[src/verilog/dram_link_consts.svh]
`ifndef DRAM_LINK_CONSTS_SVH
`define DRAM_LINK_CONSTS_SVH

// clocking
`define CLK_PERIOD_NS 10
`define LINK_PERIOD_NS 80
`define LINK_CYC (`LINK_PERIOD_NS / `CLK_PERIOD_NS)
`define LINK_HALF (`LINK_CYC / 2)
`define PH_PRE_RISE (`LINK_CYC - 1)
`define PH_PRE_FALL (`LINK_HALF - 1)
`define PH_PRE_DFALL (`LINK_HALF / 2 - 1)
`define PH_PRE_DRISE (`LINK_HALF + `LINK_HALF / 2 - 1)
`define MRSC_CK 6

// refresh: every bank 8K times, 64k commands per 32 ms
`define REF_WINDOW_NS 32000000
`define REF_CMDS 65536
`define REF_GAP_CYC (`REF_WINDOW_NS / `REF_CMDS / `CLK_PERIOD_NS)

// link widths
`define ADDR_W 21
`define BANK_W 3
`define DATA_W 18
`define MODE_W 18
`define ROW_W 13
`define MEM_OFS_W 5
`define BL_MAX 8

// mode word fields and reset value
`define MODE_RL_LSB 0
`define MODE_BL_LSB 3
`define MODE_RST 18'h00001

// address bits in use per burst length
`define AMASK_BL2 21'h0fffff
`define AMASK_BL4 21'h07ffff
`define AMASK_BL8 21'h03ffff

// controller register offsets
`define REG_CMD 8'h00
`define REG_ADDR 8'h04
`define REG_CFG 8'h08
`define REG_STATUS 8'h0c
`define REG_WBUF 8'h20
`define REG_RBUF 8'h40
`define CFG_RST 1'h1

`endif

[src/verilog/dram_link_pkg.sv]
package dram_link_pkg;
   // command code is {write_cmd_n, refresh_cmd_n}
   typedef enum logic [1:0] {
      CMD_MODE = 2'b00,
      CMD_WRITE = 2'b01,
      CMD_REFRESH = 2'b10,
      CMD_READ = 2'b11
   } cmd_t;

   typedef enum logic [1:0] {
      BL2 = 2'b00,
      BL4 = 2'b01,
      BL8 = 2'b10
   } bl_t;

   typedef enum logic {
      ST_IDLE = 1'b0,
      ST_BUSY = 1'b1
   } ctl_state_t;
endpackage
[src/verilog/dram_link_if.sv]
`include "dram_link_consts.svh"

interface dram_link_if;
   logic sys_clk;
   logic chip_sel_n;
   logic write_cmd_n;
   logic refresh_cmd_n;
   logic [`ADDR_W-1:0] addr;
   logic [`BANK_W-1:0] bank;
   logic write_data_clk;
   logic [`DATA_W-1:0] write_data_in;
   logic write_mask;
   logic [1:0] read_data_clk;
   logic [`DATA_W-1:0] read_data_out;
   logic read_valid;

   modport ctrl (
      output sys_clk, chip_sel_n, write_cmd_n, refresh_cmd_n, addr, bank,
      output write_data_clk, write_data_in, write_mask,
      input read_data_clk, read_data_out, read_valid
   );

   modport mem (
      input sys_clk, chip_sel_n, write_cmd_n, refresh_cmd_n, addr, bank,
      input write_data_clk, write_data_in, write_mask,
      output read_data_clk, read_data_out, read_valid
   );
endinterface

[src/verilog/dram_link_ctrl.sv]
`include "dram_link_consts.svh"

module dram_link_ctrl (
   // clock and reset
   input wire logic i_clock,
   input wire logic i_rst_n,
   // apb slave
   input wire logic i_psel,
   input wire logic i_penable,
   input wire logic i_pwrite,
   input wire logic [7:0] i_paddr,
   input wire logic [31:0] i_pwdata,
   output logic [31:0] o_prdata,
   output logic o_pready,
   output logic o_pslverr,
   // memory link
   dram_link_if.ctrl link
);
   logic [2:0] phase_reg;
   logic ck_reg, dk_reg, cs_n_reg, we_n_reg, ref_n_reg, wmask_reg;
   logic [`ADDR_W-1:0] aout_reg, addr_reg;
   logic [`BANK_W-1:0] bout_reg, bank_reg, ref_bank_reg;
   logic [`DATA_W-1:0] wdata_reg;
   logic [1:0] op_reg;
   logic go_reg, ref_en_reg, ref_due_reg;
   logic [`DATA_W:0] wbuf [0:`BL_MAX-1];
   logic [`DATA_W-1:0] rbuf [0:`BL_MAX-1];
   dram_link_pkg::ctl_state_t state_reg;
   dram_link_pkg::cmd_t cur_reg;
   logic [4:0] ccount_reg;
   logic [3:0] rcount_reg;
   logic [1:0] bl_code_reg;
   logic [2:0] rl_reg;
   logic [5:0] ref_timer_reg;
   logic [`DATA_W+1:0] rx_s1_reg, rx_s2_reg;
   logic qk_s3_reg;

   // link-side read pins pass two flops
   always_ff @(posedge i_clock or negedge i_rst_n) begin
      if (!i_rst_n) begin
         rx_s1_reg <= '0;
         rx_s2_reg <= '0;
         qk_s3_reg <= 1'b0;
      end else begin
         rx_s1_reg <= {link.read_data_clk[0], link.read_valid, link.read_data_out};
         rx_s2_reg <= rx_s1_reg;
         qk_s3_reg <= rx_s2_reg[`DATA_W+1];
      end
   end

   wire qk_edge = rx_s2_reg[`DATA_W+1] ^ qk_s3_reg;
   wire rvalid_s = rx_s2_reg[`DATA_W];
   wire [3:0] bl_words = (bl_code_reg == 2'b10) ? 4'h8 : (bl_code_reg == 2'b01) ? 4'h4 : 4'h2;
   wire [2:0] rl_eff = (rl_reg == 3'h0) ? 3'h1 : rl_reg;
   wire busy = go_reg | (state_reg == dram_link_pkg::ST_BUSY);
   wire launch = (phase_reg == 3'(`PH_PRE_RISE - `LINK_HALF)) &&
      (state_reg == dram_link_pkg::ST_IDLE) && (ref_due_reg || go_reg);
   wire [4:0] ccount_next = ccount_reg + 5'h1;
   wire ph_dfall = (phase_reg == 3'(`PH_PRE_DFALL));
   wire ph_drise = (phase_reg == 3'(`PH_PRE_DRISE));
   wire [5:0] wbeat = {ccount_reg, 1'b0} - {2'b00, rl_eff, 1'b0} - {5'h00, ph_dfall};
   wire wbeat_ok = wbeat < {2'b00, bl_words};
   wire ref_tick = ref_timer_reg == 6'(`REF_GAP_CYC - 1);

   // apb decode
   wire setup = i_psel & ~i_penable;
   wire wr_en = i_psel & i_penable & o_pready & i_pwrite;
   wire hit_wbuf = (i_paddr[7:5] == 3'(`REG_WBUF >> 5)) & (i_paddr[1:0] == 2'b00);
   wire hit_rbuf = (i_paddr[7:5] == 3'(`REG_RBUF >> 5)) & (i_paddr[1:0] == 2'b00);
   wire hit = (i_paddr == `REG_CMD) | (i_paddr == `REG_ADDR) | (i_paddr == `REG_CFG) |
      (i_paddr == `REG_STATUS) | hit_wbuf | hit_rbuf;
   wire [31:0] rd_word =
      (i_paddr == `REG_CMD) ? {27'h0, bank_reg, op_reg} :
      (i_paddr == `REG_ADDR) ? {11'h0, addr_reg} :
      (i_paddr == `REG_CFG) ? {31'h0, ref_en_reg} :
      (i_paddr == `REG_STATUS) ? {24'h0, rcount_reg, 3'h0, busy} :
      hit_wbuf ? {13'h0, wbuf[i_paddr[4:2]]} :
      hit_rbuf ? {14'h0, rbuf[i_paddr[4:2]]} : 32'h0;

   always_ff @(posedge i_clock or negedge i_rst_n) begin
      if (!i_rst_n) begin
         o_pready <= 1'b0;
         o_prdata <= 32'h0;
         o_pslverr <= 1'b0;
      end else begin
         o_pready <= setup;
         o_pslverr <= setup & ~hit;
         if (setup) begin
            o_prdata <= rd_word;
         end
      end
   end

   always_ff @(posedge i_clock) begin
      if (wr_en && hit_wbuf) begin
         wbuf[i_paddr[4:2]] <= i_pwdata[`DATA_W:0];
      end
      if (qk_edge && rvalid_s && state_reg == dram_link_pkg::ST_BUSY &&
          cur_reg == dram_link_pkg::CMD_READ && rcount_reg < bl_words) begin
         rbuf[rcount_reg[2:0]] <= rx_s2_reg[`DATA_W-1:0];
      end
   end

   // software registers and refresh scheduling
   always_ff @(posedge i_clock or negedge i_rst_n) begin
      if (!i_rst_n) begin
         op_reg <= 2'h0;
         bank_reg <= '0;
         addr_reg <= '0;
         go_reg <= 1'b0;
         ref_en_reg <= `CFG_RST;
         ref_timer_reg <= 6'h0;
         ref_due_reg <= 1'b0;
         ref_bank_reg <= '0;
      end else begin
         if (wr_en && i_paddr == `REG_CMD && !busy) begin
            op_reg <= i_pwdata[1:0];
            bank_reg <= i_pwdata[4:2];
            go_reg <= 1'b1;
         end else if (launch && !ref_due_reg) begin
            go_reg <= 1'b0;
         end
         if (wr_en && i_paddr == `REG_ADDR) begin
            addr_reg <= i_pwdata[`ADDR_W-1:0];
         end
         if (wr_en && i_paddr == `REG_CFG) begin
            ref_en_reg <= i_pwdata[0];
         end
         ref_timer_reg <= ref_tick ? 6'h0 : ref_timer_reg + 6'h1;
         if (ref_tick && ref_en_reg) begin
            ref_due_reg <= 1'b1;
         end else if (launch && ref_due_reg) begin
            ref_due_reg <= 1'b0;
         end
         // the bank advances on every issued refresh, even when a new one is due
         if (launch && ref_due_reg) begin
            ref_bank_reg <= ref_bank_reg + 3'h1;
         end
      end
   end

   // link clock divider, command slot and write beats
   always_ff @(posedge i_clock or negedge i_rst_n) begin
      if (!i_rst_n) begin
         phase_reg <= 3'h0;
         ck_reg <= 1'b1;
         dk_reg <= 1'b1;
         cs_n_reg <= 1'b1;
         we_n_reg <= 1'b1;
         ref_n_reg <= 1'b1;
         aout_reg <= '0;
         bout_reg <= '0;
         wdata_reg <= '0;
         wmask_reg <= 1'b1;
         state_reg <= dram_link_pkg::ST_IDLE;
         cur_reg <= dram_link_pkg::CMD_REFRESH;
         ccount_reg <= 5'h0;
         rcount_reg <= 4'h0;
         bl_code_reg <= 2'(`MODE_RST >> `MODE_BL_LSB);
         rl_reg <= 3'(`MODE_RST >> `MODE_RL_LSB);
      end else begin
         phase_reg <= phase_reg + 3'h1;
         if (phase_reg == 3'(`PH_PRE_RISE)) begin
            ck_reg <= 1'b1;
            dk_reg <= 1'b1;
         end else if (phase_reg == 3'(`PH_PRE_FALL)) begin
            ck_reg <= 1'b0;
            dk_reg <= 1'b0;
         end
         // commands change at the falling edge, stable at the rising one
         if (phase_reg == 3'(`PH_PRE_FALL)) begin
            cs_n_reg <= ~launch;
            if (launch) begin
               cur_reg <= ref_due_reg ? dram_link_pkg::CMD_REFRESH : dram_link_pkg::cmd_t'(op_reg);
               {we_n_reg, ref_n_reg} <= ref_due_reg ? 2'b10 : op_reg;
               bout_reg <= ref_due_reg ? ref_bank_reg : bank_reg;
               aout_reg <= addr_reg;
               state_reg <= dram_link_pkg::ST_BUSY;
               ccount_reg <= 5'h0;
               // only a new read clears the captured count, refreshes keep it
               if (!ref_due_reg && op_reg == 2'b11) begin
                  rcount_reg <= 4'h0;
               end
               if (!ref_due_reg && op_reg == 2'b00 && addr_reg[`MODE_BL_LSB +: 2] != 2'b11) begin
                  bl_code_reg <= addr_reg[`MODE_BL_LSB +: 2];
                  rl_reg <= addr_reg[`MODE_RL_LSB +: 3];
               end
            end
         end
         if ((ph_dfall || ph_drise) && state_reg == dram_link_pkg::ST_BUSY &&
             cur_reg == dram_link_pkg::CMD_WRITE && wbeat_ok) begin
            wdata_reg <= wbuf[wbeat[2:0]][`DATA_W-1:0];
            wmask_reg <= wbuf[wbeat[2:0]][`DATA_W];
         end else if (ph_dfall || ph_drise) begin
            wdata_reg <= '0;
            wmask_reg <= 1'b1;
         end
         if (qk_edge && rvalid_s && state_reg == dram_link_pkg::ST_BUSY &&
             cur_reg == dram_link_pkg::CMD_READ && rcount_reg < bl_words) begin
            rcount_reg <= rcount_reg + 4'h1;
         end
         if (state_reg == dram_link_pkg::ST_BUSY) begin
            if (phase_reg == 3'(`PH_PRE_RISE)) begin
               ccount_reg <= ccount_next;
               if ((cur_reg == dram_link_pkg::CMD_MODE && ccount_next == 5'(`MRSC_CK)) ||
                   (cur_reg == dram_link_pkg::CMD_REFRESH && ccount_next == 5'h1) ||
                   (cur_reg == dram_link_pkg::CMD_WRITE &&
                    ccount_next == {2'b00, rl_eff} + {2'b00, bl_words[3:1]} + 5'h1)) begin
                  state_reg <= dram_link_pkg::ST_IDLE;
               end
            end
            if (cur_reg == dram_link_pkg::CMD_READ && rcount_reg == bl_words) begin
               state_reg <= dram_link_pkg::ST_IDLE;
            end
         end
      end
   end

   assign link.sys_clk = ck_reg;
   assign link.write_data_clk = dk_reg;
   assign link.chip_sel_n = cs_n_reg;
   assign link.write_cmd_n = we_n_reg;
   assign link.refresh_cmd_n = ref_n_reg;
   assign link.addr = aout_reg;
   assign link.bank = bout_reg;
   assign link.write_data_in = wdata_reg;
   assign link.write_mask = wmask_reg;
endmodule

[src/flat_wrapper.sv]
// flat-port wrapper written by rule: the top's interface ports become plain ports
module dram_link_ctrl_flat 
  (i_clock, i_rst_n, i_psel, i_penable, i_pwrite, i_paddr, i_pwdata, o_prdata, o_pready, o_pslverr, link_sys_clk, link_chip_sel_n, link_write_cmd_n, link_refresh_cmd_n, link_addr, link_bank, link_write_data_clk, link_write_data_in, link_write_mask, link_read_data_clk, link_read_data_out, link_read_valid);
  dram_link_if link_i ();
  input wire logic i_clock;
  input wire logic i_rst_n;
  input wire logic i_psel;
  input wire logic i_penable;
  input wire logic i_pwrite;
  input wire logic [7:0] i_paddr;
  input wire logic [31:0] i_pwdata;
  output logic [31:0] o_prdata;
  output logic o_pready;
  output logic o_pslverr;
  output wire logic [$bits(link_i.sys_clk)-1:0] link_sys_clk;
  output wire logic [$bits(link_i.chip_sel_n)-1:0] link_chip_sel_n;
  output wire logic [$bits(link_i.write_cmd_n)-1:0] link_write_cmd_n;
  output wire logic [$bits(link_i.refresh_cmd_n)-1:0] link_refresh_cmd_n;
  output wire logic [$bits(link_i.addr)-1:0] link_addr;
  output wire logic [$bits(link_i.bank)-1:0] link_bank;
  output wire logic [$bits(link_i.write_data_clk)-1:0] link_write_data_clk;
  output wire logic [$bits(link_i.write_data_in)-1:0] link_write_data_in;
  output wire logic [$bits(link_i.write_mask)-1:0] link_write_mask;
  input wire logic [$bits(link_i.read_data_clk)-1:0] link_read_data_clk;
  input wire logic [$bits(link_i.read_data_out)-1:0] link_read_data_out;
  input wire logic [$bits(link_i.read_valid)-1:0] link_read_valid;
  assign link_sys_clk = link_i.sys_clk;
  assign link_chip_sel_n = link_i.chip_sel_n;
  assign link_write_cmd_n = link_i.write_cmd_n;
  assign link_refresh_cmd_n = link_i.refresh_cmd_n;
  assign link_addr = link_i.addr;
  assign link_bank = link_i.bank;
  assign link_write_data_clk = link_i.write_data_clk;
  assign link_write_data_in = link_i.write_data_in;
  assign link_write_mask = link_i.write_mask;
  assign link_i.read_data_clk = link_read_data_clk;
  assign link_i.read_data_out = link_read_data_out;
  assign link_i.read_valid = link_read_valid;
  dram_link_ctrl u_core (.i_clock(i_clock), .i_rst_n(i_rst_n), .i_psel(i_psel), .i_penable(i_penable), .i_pwrite(i_pwrite), .i_paddr(i_paddr), .i_pwdata(i_pwdata), .o_prdata(o_prdata), .o_pready(o_pready), .o_pslverr(o_pslverr), .link(link_i));
endmodule
[config.mk]
export PLATFORM = sky130hd
export DESIGN_NAME = dram_link_ctrl_flat
export DESIGN_NICKNAME = d
export VERILOG_FILES = /design/src/verilog/dram_link_pkg.sv /design/src/verilog/dram_link_if.sv /design/src/verilog/dram_link_ctrl.sv /design/src/flat_wrapper.sv
export VERILOG_INCLUDE_DIRS = /design/src /design/src/verilog
export SDC_FILE = /design/constraint.sdc
export NUM_CORES = 1
export LEC_CHECK = 0
export ABC_AREA = 1
export BUFFER_PORTS_ARGS = -buffer_cell sky130_fd_sc_hd__buf_2
export CAP_MARGIN = 20
export CORE_MARGIN = 4
export CORE_UTILIZATION = 40
export CTS_CLUSTER_DIAMETER = 100
export DETAILED_ROUTE_END_ITERATION = 8
export HOLD_SLACK_MARGIN = 0.08
export SLEW_MARGIN = 15
export SYNTH_ARGS = -nofsm -noshare
export SYNTH_HDL_FRONTEND = slang
export SYNTH_SLANG_ARGS = --single-unit
[constraint.sdc]
create_clock -name i_clock -period 4.5 [get_ports i_clock]
set_input_delay 0 -clock i_clock [delete_from_list [all_inputs] [get_ports i_clock]]
set_output_delay 0 -clock i_clock [all_outputs]
set_load 0.02 [all_outputs]
==> summary.md <==
| Metric | Value |
|---|---|
| Outcome | `complete, no violations` |
| Fill cell count | `4610` |
| Detailed-route DRC error count | `0` |
| Layout Nets | `2196` |
| Clk_lat worst skew | `0.59 ns` |
| DIE WIDTH | `233 µm` |
| Yosys warning count | `0` |
| Met1 usage | `27.8%` |
| CP dominant cell by count | `nor2_1` |
| # IOs | `148` |
| Largest net degree at the start of global routing | `134` |
| RSZ-0062 raised after global routing | `false` |
| Final Core Density | `47.7%` |
| Period minus WS final | `3.69 ns` |
| Max stage delay on crit path | `0.61 ns` |
| Area delta synth->final | `18.0%` |
| Setup TNS | `0 ns` |
| Clock sink count | `464` |
| CTS Buf Count | `48` |
| Seq. cell area | `0.0131 mm²` |
| Worst setup slack after layout | `0.807 ns` |
| Worst-Margin Slew | `1.15 ns` |
| Number of synthesized flops with an enable pin | `296` |
| Peak VDD IR | `0.295 mV` |
| Pwr Total | `8.80 mW` |
| Pre-Repair DR Iteration Count | `6` |
| Req. time, crit path | `5.01 ns` |
| Share of cells above drive strength 1 | `13.7%` |
| Max FFs per register | `152` |
| Starting density of the core | `40.4%` |
| Total grt overflow | `0` |
| Initial antenna violation count | `1` |
| Max Root-Sink Buffers | `3` |
| Main synth FF type | `edfxtp_1` |
| Final Hold Viols | `0` |
| Final clock skew | `0.0272 ns` |
| Drt initial violations | `1350` |
| Die height | `233 µm` |
| Final Cycle Share | `82.1%` |
| Post-placement setup slack | `0.828 ns` |
| Avg WL per Cell | `19.8 µm` |
| Syn avg cell area | `10.6 µm²` |
| ANT nets after route | `0` |
| Pins Over Slew Limit | `0` |
| Critical path data arrival time | `4.20 ns` |
| CP Max Fanout | `19` |
| Floorplan row count | `82` |
| H-tree depth | `2` |
| Critical-path top delay cell | `nand2_1` |
| Flops & latches, synth | `464` |
| Routed vias | `14.7k` |
| Crit path cell chain | `inv_1 > ha_1 > inv_1 > nor2_1 > inv_1 > ha_1 > or2_1 > fa_1 > nand2_1 > nand2_1 > ha_1 > a21oi_1 > o211ai_1 > nor2_1 > nand2_1 > nor2_1 > nor2_1` |
| WL final | `55.6 mm` |
| GR peak layer | `met2` |
| Number of global-route vias before repair | `14.3k` |
| HPWL Detailed | `34.8 mm` |
| Crit start category | `flip-flop` |
| Global-route wire length before repair | `84.5 mm` |
| Worst Hold Class | `primary input to flip-flop` |
| F_max | `271 MHz` |
| LEAKAGE | `9.80 nW` |
| Routability cong. | `0.839` |
| Setup Buffers After CTS | `0` |
| CTS tree | `built` |
| Vias per cell | `5.23` |
| Register area share after synthesis | `64.9%` |
| I/O Buffers | `124` |
| Core area | `0.0500 mm²` |
| CTS root buf | `clkbuf_16` |
| Met2 usage | `32.7%` |
| Reg clk slew, reported paths | `0.06 ns` |
| Synthesized cell area | `0.0202 mm²` |
| Die ar. | `0.0541 mm²` |
| Met3 GRT Util | `4.06%` |
| Cells after synthesis | `1908` |
| Setup CP Type | `flip-flop to flip-flop` |
| Rel. slew slack | `23.2%` |
| Multi-input logic area | `0.00587 mm²` |
| Library cells used by synthesis | `52` |
| Setup violations, final | `0` |
| Worst Setup End Kind | `flip-flop` |
| Pwr Density | `370 mW/mm²` |
| GRT Total Usage | `20.4%` |
| Asr flop ratio synth | `36.2%` |
| Total of max-cap violations | `0` |
| Hold_ws | `0.0918 ns` |
stage by stage:
step / std cells / cell area [µm²]
after detailed placement: 2650 / 21600
final: 2813 / 23800
after floorplan: 1918 / 20200
after global routing: 2812 / 23800
after CTS: 2812 / 23800
after global placement: 2650 / 21600
report_power, final:
group / total (mW) / internal, mW / switching (mW)
Combinational: 0.396 / 0.128 / 0.268
Sequential: 4.60 / 4.57 / 0.0278
Clock: 3.81 / 2.19 / 1.62
cell type report:
type,instances,area share (%)
Sequential cell,464,55.0
Antenna cell,1,0.0105
Inverter,201,3.19
Clock inverter,14,0.336
Multi-Input combinational cell,1147,24.7
Timing Repair Buffer,238,7.19
Clock buffer,76,6.04
Tap cell,672,3.53
cell usage in the layout (no fill, tap or decap), drive strengths merged, types with 16 or more instances in the layout:
| cell | instances |
|---|---|
| a21oi | 97 |
| a22oi | 16 |
| buf | 166 |
| clkbuf | 77 |
| dfrtp | 161 |
| dlygate4sd3 | 71 |
| edfxtp | 296 |
| ha | 28 |
| inv | 202 |
| nand2 | 451 |
| nand3 | 111 |
| nand4 | 33 |
| nor2 | 111 |
| nor3 | 18 |
| o211ai | 79 |
| o21ai | 128 |
what timing repair did:
item	CTS	global route
hold endpoints to repair	363	0
gates resized for setup	0	0
endpoints found under the setup margin	0	0
hold buffers	72	0
cell usage after synthesis (13+ instances only):
library cell,instances,area (µm²)
buf_2,38,190
o21ai_1,54,270
a21oi_1,97,485
clkbuf_1,36,135
nand3_1,110,551
nor2_1,105,394
nand2_1,446,1670
nand4_1,33,206
buf_4,25,188
inv_1,195,732
o21ai_0,73,365
dfrtp_1,161,4030
or2_2,13,81.3
o211ai_1,78,586
nor3_1,15,75.1
edfxtp_1,296,8890
ha_1,28,350
a22oi_1,16,120
layer usage:
layer / up-vias / part of all wire, %
li1: 6895 / -
met1: 7126 / 42
met2: 582 / 47
met3: 121 / 7.9
met4: 0 / 3.5
met5: - / 0
critical path: cells and delay by family (launching register included):
kind | cells | cell delay, ns
adders and majority gates | 4 | 1.07
DFF | 1 | 0.39
and+or+nand+nor | 8 | 1.68
buffers and inverters | 3 | 0.22
AOI/OAI and AO/OA | 2 | 0.25
cells by family after synthesis:
logic type,synth area share [%]
adders and majority gates,1.93
xor gates and xnor gates,0.391
AOI/OAI and AO/OA,10.4
DFF,64.9
other,0.0186
muxes,0.0558
buffers and inverters,6.62
and+or+nand+nor,15.6
path summary, 6_finish.rpt:
path | cells after the start | end | slack (ns) | from
worst max-delay path | 17 | u_core.link.write_mask | 0.81 | u_core.phase_reg[1]
worst max register to register | 17 | u_core.link.write_mask | 0.81 | u_core.phase_reg[1]
min in group asynchronous | 4 | u_core.link.write_data_in[11] | 0.50 | i_rst_n
worst min register to register | 0 | u_core.rx_s2_reg[4] | 0.34 | u_core.rx_s1_reg[4]
max in group asynchronous | 4 | u_core.rx_s1_reg[5] | 3.21 | i_rst_n
worst min-delay path | 2 | u_core.rx_s1_reg[4] | 0.09 | link_read_data_out[4]
Note: power is estimated with default switching activity, not from simulation.
